### src/common/fbt_defines.svh
// Shared constants for the FSK baseband transmit and clock recovery block.
`ifndef FBT_DEFINES_SVH
`define FBT_DEFINES_SVH

// ----------------------------------------------------------------------------
// Transmit register
// ----------------------------------------------------------------------------
`define FBT_BYTE_W          8
`define FBT_TX_PRESET       8'hAA
`define FBT_FIFO_DEPTH      8

// ----------------------------------------------------------------------------
// Clock and data rate
// ----------------------------------------------------------------------------
`define FBT_CLK_HZ          100000000
`define FBT_RATE_MIN_BPS    337
`define FBT_RATE_MAX_BPS    256000
`define FBT_OVERSAMPLE      29
`define FBT_RATE_DIV_W      20
`define FBT_RATE_DIV_RST    20'h003E8

// ----------------------------------------------------------------------------
// Clock recovery lock lengths in preamble bits
// ----------------------------------------------------------------------------
`define FBT_FAST_LOCK_BITS  5'h07
`define FBT_SLOW_LOCK_BITS  5'h0E

// ----------------------------------------------------------------------------
// Bandwidth field (67 kHz to 400 kHz) width
// ----------------------------------------------------------------------------
`define FBT_BW_W            3

`endif

### src/common/fbt_pkg.sv
// Types for the FSK baseband transmit and clock recovery block.
package fbt_pkg;

	typedef enum logic [1:0] {
		FBT_CR_FAST = 2'h0,
		FBT_CR_SLOW = 2'h1,
		FBT_CR_AUTO = 2'h2
	} fbt_cr_mode_e;

	typedef enum logic [1:0] {
		FBT_GAIN_0DB   = 2'h0,
		FBT_GAIN_M6DB  = 2'h1,
		FBT_GAIN_M14DB = 2'h2,
		FBT_GAIN_M20DB = 2'h3
	} fbt_gain_e;

	typedef enum logic [2:0] {
		FBT_ST_IDLE = 3'h1,
		FBT_ST_LOAD = 3'h2,
		FBT_ST_WAIT = 3'h4
	} fbt_host_st_e;

endpackage

### src/common/fbt_if.sv
// Link between the transceiver baseband and its host controller.
`timescale 1ns/10ps
interface fbt_if;
	logic       tx_enable;
	logic [7:0] load_byte;
	logic       load_strobe;
	logic       data_out_high;
	logic       host_interrupt_request_n;
	logic       tx_bit;

	modport device (
		input  tx_enable,
		input  load_byte,
		input  load_strobe,
		output data_out_high,
		output host_interrupt_request_n,
		output tx_bit
	);

	modport host (
		output tx_enable,
		output load_byte,
		output load_strobe,
		input  data_out_high,
		input  host_interrupt_request_n,
		input  tx_bit
	);
endinterface

### src/core/fbt_device.sv
// Transceiver baseband end: transmit shift register, data rate and clock recovery.
//
// Overview of operation
// - Transmit buffer is two chained byte stages.
// - Reset presets both stages to AAh.
// - Re-enabling transmitter keeps register content.
// - Enable starts shifting immediately, no trigger.
// - Unwritten register sends the AAh preset.
// - Room shown by data-out high and interrupt.
// - Host waits for interrupt before disabling.
// - Host ends with an all-zero dummy byte.
// - Analog or digital baseband filter selectable.
// - Digital filter samples at 29x rate, recovered clock.
// - Clock recovery modes fast, slow, automatic.
// - Slow mode locks after twelve to sixteen bits.
// - Fast mode locks after six to eight bits.
// - Automatic starts fast, switches slow after lock.
// - Recovery and rate clock unused with analog.
// - Packets start with alternating preamble.
// - Receive rate programmable, optional prescaler.
// - Receive bandwidth setting 67 to 400 kHz.
// - Input amplifier gain four-way selection.
`timescale 1ns/10ps
`include "fbt_defines.svh"
module fbt_device
	import fbt_pkg::*;
(
	input  wire logic                        clk,
	input  wire logic                        reset,
	fbt_if.device                            link,
	input  wire logic                        digital_filter_sel,
	input  wire logic [`FBT_RATE_DIV_W-1:0]  rate_divider,
	input  wire logic                        prescaler_enable,
	input  wire logic [`FBT_BW_W-1:0]        bandwidth_sel,
	input  wire logic [1:0]                  input_amplifier_gain,
	input  wire logic [1:0]                  clock_recovery_mode,
	input  wire logic                        rx_data_pin,
	output logic                             recovered_clock,
	output logic                             recovered_data,
	output logic                             clock_recovery_locked,
	output logic [`FBT_BW_W-1:0]             bandwidth_out,
	output logic [1:0]                       input_amplifier_out
);

	// ------------------------------------------------------------------------
	// Transmit path
	// ------------------------------------------------------------------------
	logic [7:0]                  stage_hi_ff;
	logic [7:0]                  stage_lo_ff;
	logic                        hi_full_ff;
	logic [2:0]                  bit_cnt_ff;
	logic [`FBT_RATE_DIV_W-1:0]  tx_div_ff;
	logic                        tx_bit_ff;
	logic                        room_ff;
	logic                        tick;
	logic [`FBT_RATE_DIV_W-1:0]  eff_div;

	// Prescaler off multiplies the divider by 8 for coarser, wider range.
	assign eff_div = prescaler_enable ? rate_divider : {rate_divider[`FBT_RATE_DIV_W-4:0], 3'h0};
	assign tick    = link.tx_enable && (tx_div_ff == '0);

	always_ff @(posedge clk) begin
		if (reset) begin
			tx_div_ff <= '0;
		end else if (!link.tx_enable) begin
			// A cleared divider while off puts the first bit out on the first enabled edge.
			tx_div_ff <= '0;
		end else if (tx_div_ff == '0) begin
			tx_div_ff <= eff_div;
		end else begin
			tx_div_ff <= tx_div_ff - 1'b1;
		end
	end

	// Stage lo shifts onto the line; stage hi refills it every eighth bit.
	always_ff @(posedge clk) begin
		if (reset) begin
			stage_hi_ff <= `FBT_TX_PRESET;
			stage_lo_ff <= `FBT_TX_PRESET;
			hi_full_ff  <= 1'b1;
			bit_cnt_ff  <= '0;
			tx_bit_ff   <= 1'b0;
		end else begin
			if (tick) begin
				tx_bit_ff <= stage_lo_ff[7];
				if (bit_cnt_ff == 3'h7) begin
					stage_lo_ff <= stage_hi_ff;
					hi_full_ff  <= 1'b0;
				end else begin
					stage_lo_ff <= {stage_lo_ff[6:0], stage_hi_ff[7]};
				end
				bit_cnt_ff <= bit_cnt_ff + 1'b1;
			end
			// Disabling keeps content; no preset reload.
			if (link.load_strobe && !hi_full_ff) begin
				stage_hi_ff <= link.load_byte;
				hi_full_ff  <= 1'b1;
			end
		end
	end

	always_ff @(posedge clk) begin
		if (reset) begin
			room_ff <= 1'b0;
		end else begin
			room_ff <= link.tx_enable && !hi_full_ff;
		end
	end

	assign link.tx_bit                   = tx_bit_ff;
	assign link.data_out_high            = room_ff;
	assign link.host_interrupt_request_n = !room_ff;

	// ------------------------------------------------------------------------
	// Receive configuration
	// ------------------------------------------------------------------------
	logic [`FBT_BW_W-1:0] bw_ff;
	logic [1:0]           gain_ff;

	always_ff @(posedge clk) begin
		if (reset) begin
			bw_ff   <= '0;
			gain_ff <= FBT_GAIN_0DB;
		end else begin
			bw_ff   <= bandwidth_sel;
			gain_ff <= input_amplifier_gain;
		end
	end

	assign bandwidth_out       = bw_ff;
	assign input_amplifier_out = gain_ff;

	// ------------------------------------------------------------------------
	// Clock recovery on the 29x sample clock
	// ------------------------------------------------------------------------
	logic [2:0]                 rx_sync_ff;
	logic                       rx_level_ff;
	logic [`FBT_RATE_DIV_W-1:0] smp_div_ff;
	logic                       smp_tick;
	logic [4:0]                 phase_ff;
	logic [4:0]                 edge_cnt_ff;
	logic                       locked_ff;
	logic                       slow_ff;
	logic                       rclk_ff;
	logic                       rdata_ff;
	logic                       cr_run;
	logic [4:0]                 lock_need;

	assign cr_run    = digital_filter_sel;
	assign smp_tick  = cr_run && (smp_div_ff == '0);
	assign lock_need = slow_ff ? `FBT_SLOW_LOCK_BITS : `FBT_FAST_LOCK_BITS;

	always_ff @(posedge clk) begin
		if (reset) begin
			rx_sync_ff  <= '0;
			rx_level_ff <= 1'b0;
		end else begin
			rx_sync_ff <= {rx_sync_ff[1:0], rx_data_pin};
			if (rx_sync_ff[1] == rx_sync_ff[2]) begin
				rx_level_ff <= rx_sync_ff[2];
			end
		end
	end

	// Sample divider runs only with the digital filter; it reloads with eff_div / 29, giving 29 samples per bit when eff_div + 1 is a multiple of 29.
	always_ff @(posedge clk) begin
		if (reset || !cr_run || smp_div_ff == '0) begin
			smp_div_ff <= reset ? '0 : (eff_div / `FBT_RATE_DIV_W'(`FBT_OVERSAMPLE));
		end else begin
			smp_div_ff <= smp_div_ff - 1'b1;
		end
	end

	logic rx_prev_ff;

	always_ff @(posedge clk) begin
		if (reset || !cr_run) begin
			phase_ff    <= '0;
			edge_cnt_ff <= '0;
			locked_ff   <= 1'b0;
			slow_ff     <= 1'b0;
			rclk_ff     <= 1'b0;
			rdata_ff    <= 1'b0;
			rx_prev_ff  <= 1'b0;
		end else if (smp_tick) begin
			rx_prev_ff <= rx_level_ff;
			if (rx_level_ff != rx_prev_ff) begin
				phase_ff <= '0; // Align on each preamble edge.
				if (!locked_ff && edge_cnt_ff != 5'h1F) begin
					edge_cnt_ff <= edge_cnt_ff + 1'b1;
				end
			end else begin
				phase_ff <= (phase_ff == 5'(`FBT_OVERSAMPLE - 1)) ? '0 : phase_ff + 1'b1;
			end
			if (!locked_ff && edge_cnt_ff >= lock_need) begin
				locked_ff <= 1'b1;
			end
			// Slow or automatic-after-lock uses the slow tracking set.
			slow_ff <= (clock_recovery_mode == FBT_CR_SLOW) ||
				((clock_recovery_mode == FBT_CR_AUTO) && locked_ff);
			rclk_ff <= locked_ff && (phase_ff < 5'(`FBT_OVERSAMPLE / 2));
			if (phase_ff == 5'(`FBT_OVERSAMPLE / 2)) begin
				rdata_ff <= rx_level_ff;
			end
		end
	end

	assign recovered_clock       = rclk_ff;
	assign recovered_data        = rdata_ff;
	assign clock_recovery_locked = locked_ff;

endmodule // fbt_device

### src/flat_wrapper.sv
// flat-port wrapper written by rule: the top's interface ports become plain ports
module fbt_device_flat import fbt_pkg::*;
  (clk, reset, digital_filter_sel, rate_divider, prescaler_enable, bandwidth_sel, input_amplifier_gain, clock_recovery_mode, rx_data_pin, recovered_clock, recovered_data, clock_recovery_locked, bandwidth_out, input_amplifier_out, link_tx_enable, link_load_byte, link_load_strobe, link_data_out_high, link_host_interrupt_request_n, link_tx_bit);
  fbt_if link_i ();
  input  wire logic clk;
  input  wire logic reset;
  input  wire logic digital_filter_sel;
  input  wire logic [`FBT_RATE_DIV_W-1:0] rate_divider;
  input  wire logic prescaler_enable;
  input  wire logic [`FBT_BW_W-1:0] bandwidth_sel;
  input  wire logic [1:0] input_amplifier_gain;
  input  wire logic [1:0] clock_recovery_mode;
  input  wire logic rx_data_pin;
  output logic recovered_clock;
  output logic recovered_data;
  output logic clock_recovery_locked;
  output logic [`FBT_BW_W-1:0] bandwidth_out;
  output logic [1:0] input_amplifier_out;
  input wire logic [$bits(link_i.tx_enable)-1:0] link_tx_enable;
  input wire logic [$bits(link_i.load_byte)-1:0] link_load_byte;
  input wire logic [$bits(link_i.load_strobe)-1:0] link_load_strobe;
  output wire logic [$bits(link_i.data_out_high)-1:0] link_data_out_high;
  output wire logic [$bits(link_i.host_interrupt_request_n)-1:0] link_host_interrupt_request_n;
  output wire logic [$bits(link_i.tx_bit)-1:0] link_tx_bit;
  assign link_i.tx_enable = link_tx_enable;
  assign link_i.load_byte = link_load_byte;
  assign link_i.load_strobe = link_load_strobe;
  assign link_data_out_high = link_i.data_out_high;
  assign link_host_interrupt_request_n = link_i.host_interrupt_request_n;
  assign link_tx_bit = link_i.tx_bit;
  fbt_device u_core (.clk(clk), .reset(reset), .link(link_i), .digital_filter_sel(digital_filter_sel), .rate_divider(rate_divider), .prescaler_enable(prescaler_enable), .bandwidth_sel(bandwidth_sel), .input_amplifier_gain(input_amplifier_gain), .clock_recovery_mode(clock_recovery_mode), .rx_data_pin(rx_data_pin), .recovered_clock(recovered_clock), .recovered_data(recovered_data), .clock_recovery_locked(clock_recovery_locked), .bandwidth_out(bandwidth_out), .input_amplifier_out(input_amplifier_out));
endmodule
### config.mk
export PLATFORM = sky130hd
export DESIGN_NAME = fbt_device_flat
export DESIGN_NICKNAME = d
export VERILOG_FILES = /design/src/common/fbt_pkg.sv /design/src/common/fbt_if.sv /design/src/core/fbt_device.sv /design/src/flat_wrapper.sv
export VERILOG_INCLUDE_DIRS = /design/src /design/src/common
export SDC_FILE = /design/constraint.sdc
export NUM_CORES = 1
export LEC_CHECK = 0
export ABC_AREA = 1
export BUFFER_PORTS_ARGS = -buffer_cell sky130_fd_sc_hd__buf_4
export CORE_MARGIN = 2
export CORE_UTILIZATION = 62
export DETAILED_ROUTE_END_ITERATION = 8
export PLACE_DENSITY = 0.84
export SYNTH_ARGS = -nofsm -noshare
export SYNTH_HDL_FRONTEND = slang
export SYNTH_SLANG_ARGS = --single-unit
### constraint.sdc
create_clock -name clk -period 8.6 [get_ports clk]
set_input_delay 0.43 -clock clk [delete_from_list [all_inputs] [get_ports clk]]
set_output_delay 0.43 -clock clk [all_outputs]
set_load 0.02 [all_outputs]
==> results of run 1 <==
[layer usage]
layer  vias up  track usage [%]
met3        40             3.86
met5         -                0
met1      2963             36.3
met4         0             10.8
li1       3414                -
met2       161             45.6
[logic make-up after synthesis]
kind of cell               count (synthesis)  synth area share (%)
xor gates and xnor gates                  41                  5.33
and+or+nand+nor                          534                  40.5
AOI/OAI and AO/OA                        161                  14.5
adders and majority gates                 14                  2.60
buffers and inverters                    193                  11.6
DFF                                       86                  25.6
[worst max-delay path by stage]
stage	from	endpoint	slack, ns	depth (start not counted)
global route	prescaler_enable	u_core.smp_div_ff[0]	0.03	71
finish	prescaler_enable	u_core.smp_div_ff[0]	0.91	73
floorplan	prescaler_enable	u_core.smp_div_ff[0]	1.77	70
detailed placement	prescaler_enable	u_core.smp_div_ff[0]	0.58	73
global placement	prescaler_enable	u_core.smp_div_ff[0]	0.74	71
CTS	prescaler_enable	u_core.smp_div_ff[0]	0.95	73
[registers in the layout (all words and copies together), names as in the netlist]
name,count
u_core.smp_div_ff,20
u_core.tx_div_ff,20
u_core.stage_hi_ff,8
u_core.stage_lo_ff,8
u_core.edge_cnt_ff,5
u_core.phase_ff,5
u_core.bandwidth_out,3
u_core.bit_cnt_ff,3
u_core.rx_sync_ff,3
u_core.input_amplifier_out,2
u_core.clock_recovery_locked,1
u_core.hi_full_ff,1
u_core.link.data_out_high,1
u_core.link.tx_bit,1
u_core.recovered_clock,1
u_core.recovered_data,1
u_core.rx_level_ff,1
u_core.rx_prev_ff,1
u_core.slow_ff,1
[per-stage QoR]
stage	cells	util, %	hold WS [ns]	cell area (µm²)
2_1_floorplan	1029	-	0.388	6740
4_1_cts	1226	69.6	0.272	7450
3_3_place_gp	1210	67.5	0.396	7230
3_5_place_dp	1210	67.5	0.409	7230
5_1_grt	1226	69.6	0.275	7450
6_report	1226	69.6	0.280	7450
[synth_stat cells (all sizes together), types with 3 or more instances]
| library cell | n |
|---|---|
| dfxtp | 86 |
| ha | 14 |
| nor4 | 7 |
| nor3 | 14 |
| a21oi | 35 |
| o21a | 4 |
| buf | 4 |
| a311oi | 4 |
| xor2 | 29 |
| and3 | 3 |
| o21bai | 3 |
| xnor2 | 12 |
| inv | 169 |
| o311ai | 4 |
| a22o | 4 |
| clkinv | 10 |
| nand4 | 10 |
| a31oi | 11 |
| nor2 | 121 |
| or2 | 14 |
| clkbuf | 10 |
| nand2 | 259 |
| nand3 | 103 |
| o21ai | 84 |
| a211oi | 4 |
[final cells by class]
class | count | share of cell area (%)
tap | 140 | 2.35
timing repair buffer | 55 | 5.55
clock inverter | 6 | 1.24
inverter | 179 | 9.17
clock buffer | 10 | 1.71
multi-input combinational | 750 | 56.8
sequential | 86 | 23.1
[critical path, delay by kind of cell]
kind / cells / cell delay, ns
adder cells (fa/ha/maj): 1 / 0.23
buffers and inverters: 7 / 0.67
AND/OR/NAND/NOR: 61 / 6.15
AO/OA/AOI/OAI: 4 / 0.45
==> flow_summary.yaml, run 1 <==
critical_path:
  critical_path_peak_fanout: 25
  cp.required_ns: 8.91
  start_kind: "input pin"
  critical_path_class: "in2reg"
  r2r_slack_ns: 5.51
  end_kind: "flop"
  r2r_cells: 11
  r2r-end: "u_core.smp_div_ff[9]"
  slowest_stage: "buf_4"
  slowest_delay_ns: 0.24
  r2r_start: "u_core.smp_div_ff[14]"
  worstPathArrival_ns: 8.01
sta:
  slew-limit-headroom_pct: 29.8
  finalHoldViolations: 0
  setup_tns_ns: 0
  fmaxAchievable_ghz: 0.130
  skew_ns: 0.0176
  rsz0062_at_grt: "false"
  setup_viol: 0
  drv_slew: 0
  min_period_ns: 7.69
  tightest_slew_ns: 1.05
  fin_crit_sh_pct: 89.4
  setup_slack_ns: 0.909
route:
  dr.first_iter.drc_count: 371
  wl_um: 15600
  route.met3.wl_um: 570
  detail-route-antenna-nets: 0
  wl_met2_um: 7240
  vias: 6578
  drc: 0
  wl_per_cell_um: 12.7
  top_layer: "met4"
  wl_met1_um: 7280
  dr.pass1.iters: 6
  viasPerCell: 5.37
run:
  cap_violations: 0
cts:
  clkLatencyLatePin_ns: 0.36
  cts_made_buffers: 9
  cts_hold_buf: 0
  clock_tree.buffer_depth: 2
  root_buffer: "clkbuf_8"
  post-cts-setup-buffers: 0
  cts_tree: "built"
  clock_sinks: 86
  cts-htree-levels: 3
  cts_resized: 0
  clkTransAtPathRegs_ns: 0.10
placement:
  port_buffers: 52
  place_ws_ns: 0.583
  routabilityCongestion: 1.00
  dp_hpwl_um: 12300
synth:
  syn_nets: 1085
  syn_area_um2: 6740
  synth_top_cell_area_share_pct: 25.6
  synth.yosys.seq_area_share_pct: 25.6
  yosysUniqueCellTypes: 56
  synth-edff-count: 0
  synth_seq_cells: 86
  async_reset_ff_share_pct: 0
  yosysWarnings: 0
  synthFlopType: "dfxtp_1"
  synthTopCellsByArea: "dfxtp_1 26%, nand2_1 11%, inv_1 8.0%"
  syn_inst: 1029
  synth_area_leader_cell: "dfxtp_1"
  avgSynthCellArea_um2: 6.55
layout:
  fin_nets: 1137
  syn2layout_area_growth_pct: 10.5
  drive_above_1_share_pct: 21.3
  num-fill-cells: 932
  final_common_cell: "nand2_1"
  seqCellArea_um2: 1720
  multi_input_area_um2: 4230
  n_antenna_cell: 0
  final_cell_mix: "193 x nand2_1, 144 x inv_1, 111 x nor2_1"
global_routing:
  grt_antenna_before_repair: 0
  grt_overflow: 0
  grt_first_pass_wirelength_um: 26400
  grt_pass1_vias: 5918
  grt_usage_pct: 27.6
  grt_max_degree: 27
worst_hold_path:
  hold_end: "u_core.stage_hi_ff[5]"
  min_from: "link_load_byte[5]"
  hp-class: "in2reg"
  min_delay_path_depth: 3
floorplanning:
  dieHeight_um: 108
  rows: 38
  die_area_um2: 11700
  core_area_um2: 10700
  die_x_um: 108
  initial_utilization_pct: 63.0
  ios: 53
status:
  status: "finished clean"
Power of run 1 is not shown: default switching activity piles up to over one toggle a cycle in this logic, so the estimate is an artifact.
==> inputs of run 2 (changes only) <==
ABC_AREA = not set   (was 1)
PLACE_DENSITY = 0.83   (was 0.84)
clock period = 7.8 ns   (was 8.6 ns; I/O delays follow)
==> flow_summary.yaml, run 2 <==
sta:
  worst_endpoint: "u_core.smp_div_ff[0]$_DFF_P_/D"
  endpoint_type: "register input"
floorplanning:
  die_x_um: 116
  initial_utilization_pct: 64.1
  dieHeight_um: 116
  ios: 53
  rows: 40
synth:
  synth_most_common_cell: "nor2_1"
  syn_area_um2: 7790
  synthTopCellsByCount: "113 x nor2_1, 97 x nand2_1, 86 x dfxtp_1"
  syn_inst: 980
  syn_nets: 1036
  avgSynthCellArea_um2: 7.95
  synth_top_cell_area_share_pct: 22.1
  synth.yosys.seq_area_share_pct: 22.1
  async_reset_ff_share_pct: 0
  synthFlopType: "dfxtp_1"
  synth-edff-count: 0
  yosysWarnings: 0
  synthTopCellsByArea: "dfxtp_1 22%, nor2_1 5.4%, mux2i_1 5.4%"
  synth_seq_cells: 86
  yosysUniqueCellTypes: 112
  synth_area_leader_cell: "dfxtp_1"
status:
  error: "[ERROR GRT-0232] Routing congestion too high. Check the congestion heatmap in the GUI."
  status: "did not finish"
  stop_stage: "5_1_grt"
global_routing:
  grt_max_degree: 42
  grt_usage_pct: 77.9
  grt_overflow: 19
placement:
  place_area_um2: 9900
  port_buffers: 52
  dp_hpwl_um: 18000
  routabilityCongestion: 1.06
  dp.cells: 1371
cts:
  root_buffer: "clkbuf_16"
  clock_sinks: 86
  clock_tree.buffer_depth: 2
  cts-htree-levels: 3
  cts_hold_buf: 0
  cts_made_buffers: 9
[run 2: changes by cell type after synthesis, moves of 25 or more]
cell and delta:
o211ai_1 +25, nand2_2 -55, nand3_1 -48, nand2_1 -96
a211oi_1 +25, o21ai_0 -33, inv_1 -126, mux2i_1 +42
[run 2: through the flow]
| step | setup WS (ns) | hold WS (ns) |
|---|---|---|
| after CTS | -0.629 | 0.251 |
| after global placement | -1.07 | 0.420 |
| after detailed placement | -1.41 | 0.456 |
| after floorplan | -1.07 | 0.414 |
[run 2: what timing repair did]
| action | 4_1_cts |
|---|---|
| gates cloned | 1 |
| setup endpoints to repair | 3 |
| pin swaps | 40 |
| gates resized for setup | 96 |
| setup buffers | 22 |
[run 2: logic make-up after synthesis]
family	after synthesis	share of synthesized area (%)
adder cells (fa/ha/maj)	16	2.50
XOR/XNOR	55	6.28
buffers and inverters	62	3.68
AND/OR/NAND/NOR	383	24.3
flip-flops	86	22.1
multiplexers	69	9.98
AO/OA/AOI/OAI	309	31.2
[run 2: layer usage]
metal | global-route usage, % | GRT overflow
met4 | 79.9 | 13
met3 | 66.1 | 0
met5 | 30.4 | 0
met1 | 77.3 | 1
met2 | 91.6 | 5
==> inputs of run 3 (changes only) <==
CORE_UTILIZATION = 40   (was 62)
PLACE_DENSITY = not set   (was 0.83)
PLACE_DENSITY_LB_ADDON = 0.15   (was not set)
==> flow_summary.yaml, run 3 <==
status:
  status: "finished with violations"
  violations: "negative setup slack"
layout:
  fin_cells: 1524
  fin_area_um2: 11200
  reg_top3: "u_core.smp_div_ff x20, u_core.tx_div_ff x20"
  syn2layout_area_growth_pct: 44.1
  n_antenna_cell: 0
  fin_util_pct: 58.3
  fin_nets: 1310
  drive_above_1_share_pct: 38.5
  final_cell_mix: "294 x buf_4, 109 x nor2_1, 90 x nand2_1"
  final_common_cell: "buf_4"
route:
  dr.pass1.iters: 5
  detail-route-antenna-nets: 0
  dr.first_iter.drc_count: 543
  viasPerCell: 5.57
  wl_um: 24100
  drc: 0
  vias: 8491
  wl_per_cell_um: 15.8
synth:
  synthTopCellsByArea: "dfxtp_1 22%, nor2_1 5.4%, mux2i_1 5.4%"
  synth_most_common_cell: "nor2_1"
  synthTopCellsByCount: "113 x nor2_1, 97 x nand2_1, 86 x dfxtp_1"
  async_reset_ff_share_pct: 0
  syn_nets: 1036
  avgSynthCellArea_um2: 7.95
  synthFlopType: "dfxtp_1"
  synth_area_leader_cell: "dfxtp_1"
  yosysUniqueCellTypes: 112
  yosysWarnings: 0
  synth.yosys.seq_area_share_pct: 22.1
  synth-edff-count: 0
  synth_top_cell_area_share_pct: 22.1
  syn_inst: 980
  syn_area_um2: 7790
  synth_seq_cells: 86
placement:
  dp.cells: 1474
  routabilityCongestion: 0.935
  port_buffers: 52
  place_area_um2: 10100
  place_ws_ns: -1.32
  dp_hpwl_um: 17700
sta:
  finalHoldViolations: 0
  fin_crit_sh_pct: 110
  drv_slew: 0
  setup_slack_ns: -0.758
  skew_ns: 0.0112
  tightest_slew_ns: 1.12
  slew-limit-headroom_pct: 24.2
  min_period_ns: 8.56
  fmaxAchievable_ghz: 0.117
  rsz0062_at_grt: "true"
  setup_viol: 2
cts:
  cts_hold_buf: 0
  clkLatencyLatePin_ns: 0.34
  clkTransAtPathRegs_ns: 0.07
  root_buffer: "clkbuf_16"
  clock_sinks: 86
  cts_tree: "built"
  cts_made_buffers: 9
  cts-htree-levels: 3
  clock_tree.buffer_depth: 2
global_routing:
  grt_overflow: 0
  grt_pass1_vias: 7857
  grt_first_pass_wirelength_um: 38100
  grt_max_degree: 42
  grt_antenna_before_repair: 0
  grt_usage_pct: 22.4
worst_hold_path:
  min_delay_path_depth: 2
  hp-class: "in2reg"
  min_from: "input_amplifier_gain[1]"
  hold_end: "u_core.input_amplifier_out[1]"
critical_path:
  r2r-end: "u_core.edge_cnt_ff[3]"
  cpMostUsedCell: "buf_4"
  r2r_start: "u_core.smp_div_ff[5]"
  end_kind: "flop"
  worstPathArrival_ns: 8.77
  slowest_delay_ns: 0.54
  r2r_slack_ns: 4.10
  cp.required_ns: 8.01
  r2r_cells: 9
  critical_path_class: "in2reg"
  critical_path_peak_fanout: 7
  start_kind: "input pin"
  slowest_stage: "o41a_1"
floorplanning:
  core_area_um2: 19300
  rows: 51
  dieHeight_um: 144
  ios: 53
  die_x_um: 144
  die_area_um2: 20600
  initial_utilization_pct: 40.4
run:
  cap_violations: 0
-- run 3: cell counts after synthesis --
Identical to the previous run, type by type.
-- run 3: what timing repair did --
action | CTS | global route
setup endpoints to repair | 3 | 3
pin swaps | 21 | 40
setup buffers | 14 | 18
cloned | 1 | 1
gates resized for setup | 52 | 63
-- run 3: worst max-delay path, delay by kind of cell --
kind	cells	cell delay, ns
AO/OA/AOI/OAI	18	3.98
AND/OR/NAND/NOR	8	1.69
buffers and inverters	9	1.39
adder cells (fa/ha/maj)	2	0.54
multiplexers	3	0.44
XOR/XNOR	1	0.31
-- run 3: layout make-up --
cell class,count,area (µm²)
Tap cell,265,332
Clock buffer,10,239
Timing Repair Buffer,306,2390
Inverter,18,67.6
Sequential cell,86,1720
Clock inverter,6,75.1
Fill cell,1807,8040
Multi-Input combinational cell,833,6400
-- run 3: cell families after synthesis --
| logic type | share of synthesized area, % |
|---|---|
| compound gates | 31.2 |
| xor+xnor | 6.28 |
| fa+ha+maj | 2.50 |
| buf+inv | 3.68 |
| flops | 22.1 |
| mux | 9.98 |
| simple gates | 24.3 |
-- run 3: stage by stage --
step	setup TNS [ns]	hold WS, ns
after floorplan	-2.15	0.414
after CTS	-1.17	0.249
after detailed placement	-3.10	0.430
after global placement	-3.34	0.436
final	-1.50	0.255
after global routing	-2.72	0.262
-- run 3: worst max path at each step --
stage	from	endpoint	slack [ns]	cells after the start
finish	prescaler_enable	u_core.smp_div_ff[0]	-0.76	41
global placement	prescaler_enable	u_core.smp_div_ff[0]	-1.38	42
global route	prescaler_enable	u_core.smp_div_ff[0]	-1.19	42
CTS	prescaler_enable	u_core.smp_div_ff[0]	-0.65	39
floorplan	prescaler_enable	u_core.smp_div_ff[0]	-1.07	37
detailed placement	prescaler_enable	u_core.smp_div_ff[0]	-1.32	44
-- run 3: layer usage --
metal / GRT usage [%] / part of all wire [%]
met5: 0 / 0
met4: 5.99 / 1.5
met3: 2.40 / 3.2
met2: 38.4 / 48
met1: 30.0 / 47
Power of run 3 is left out for the same reason.
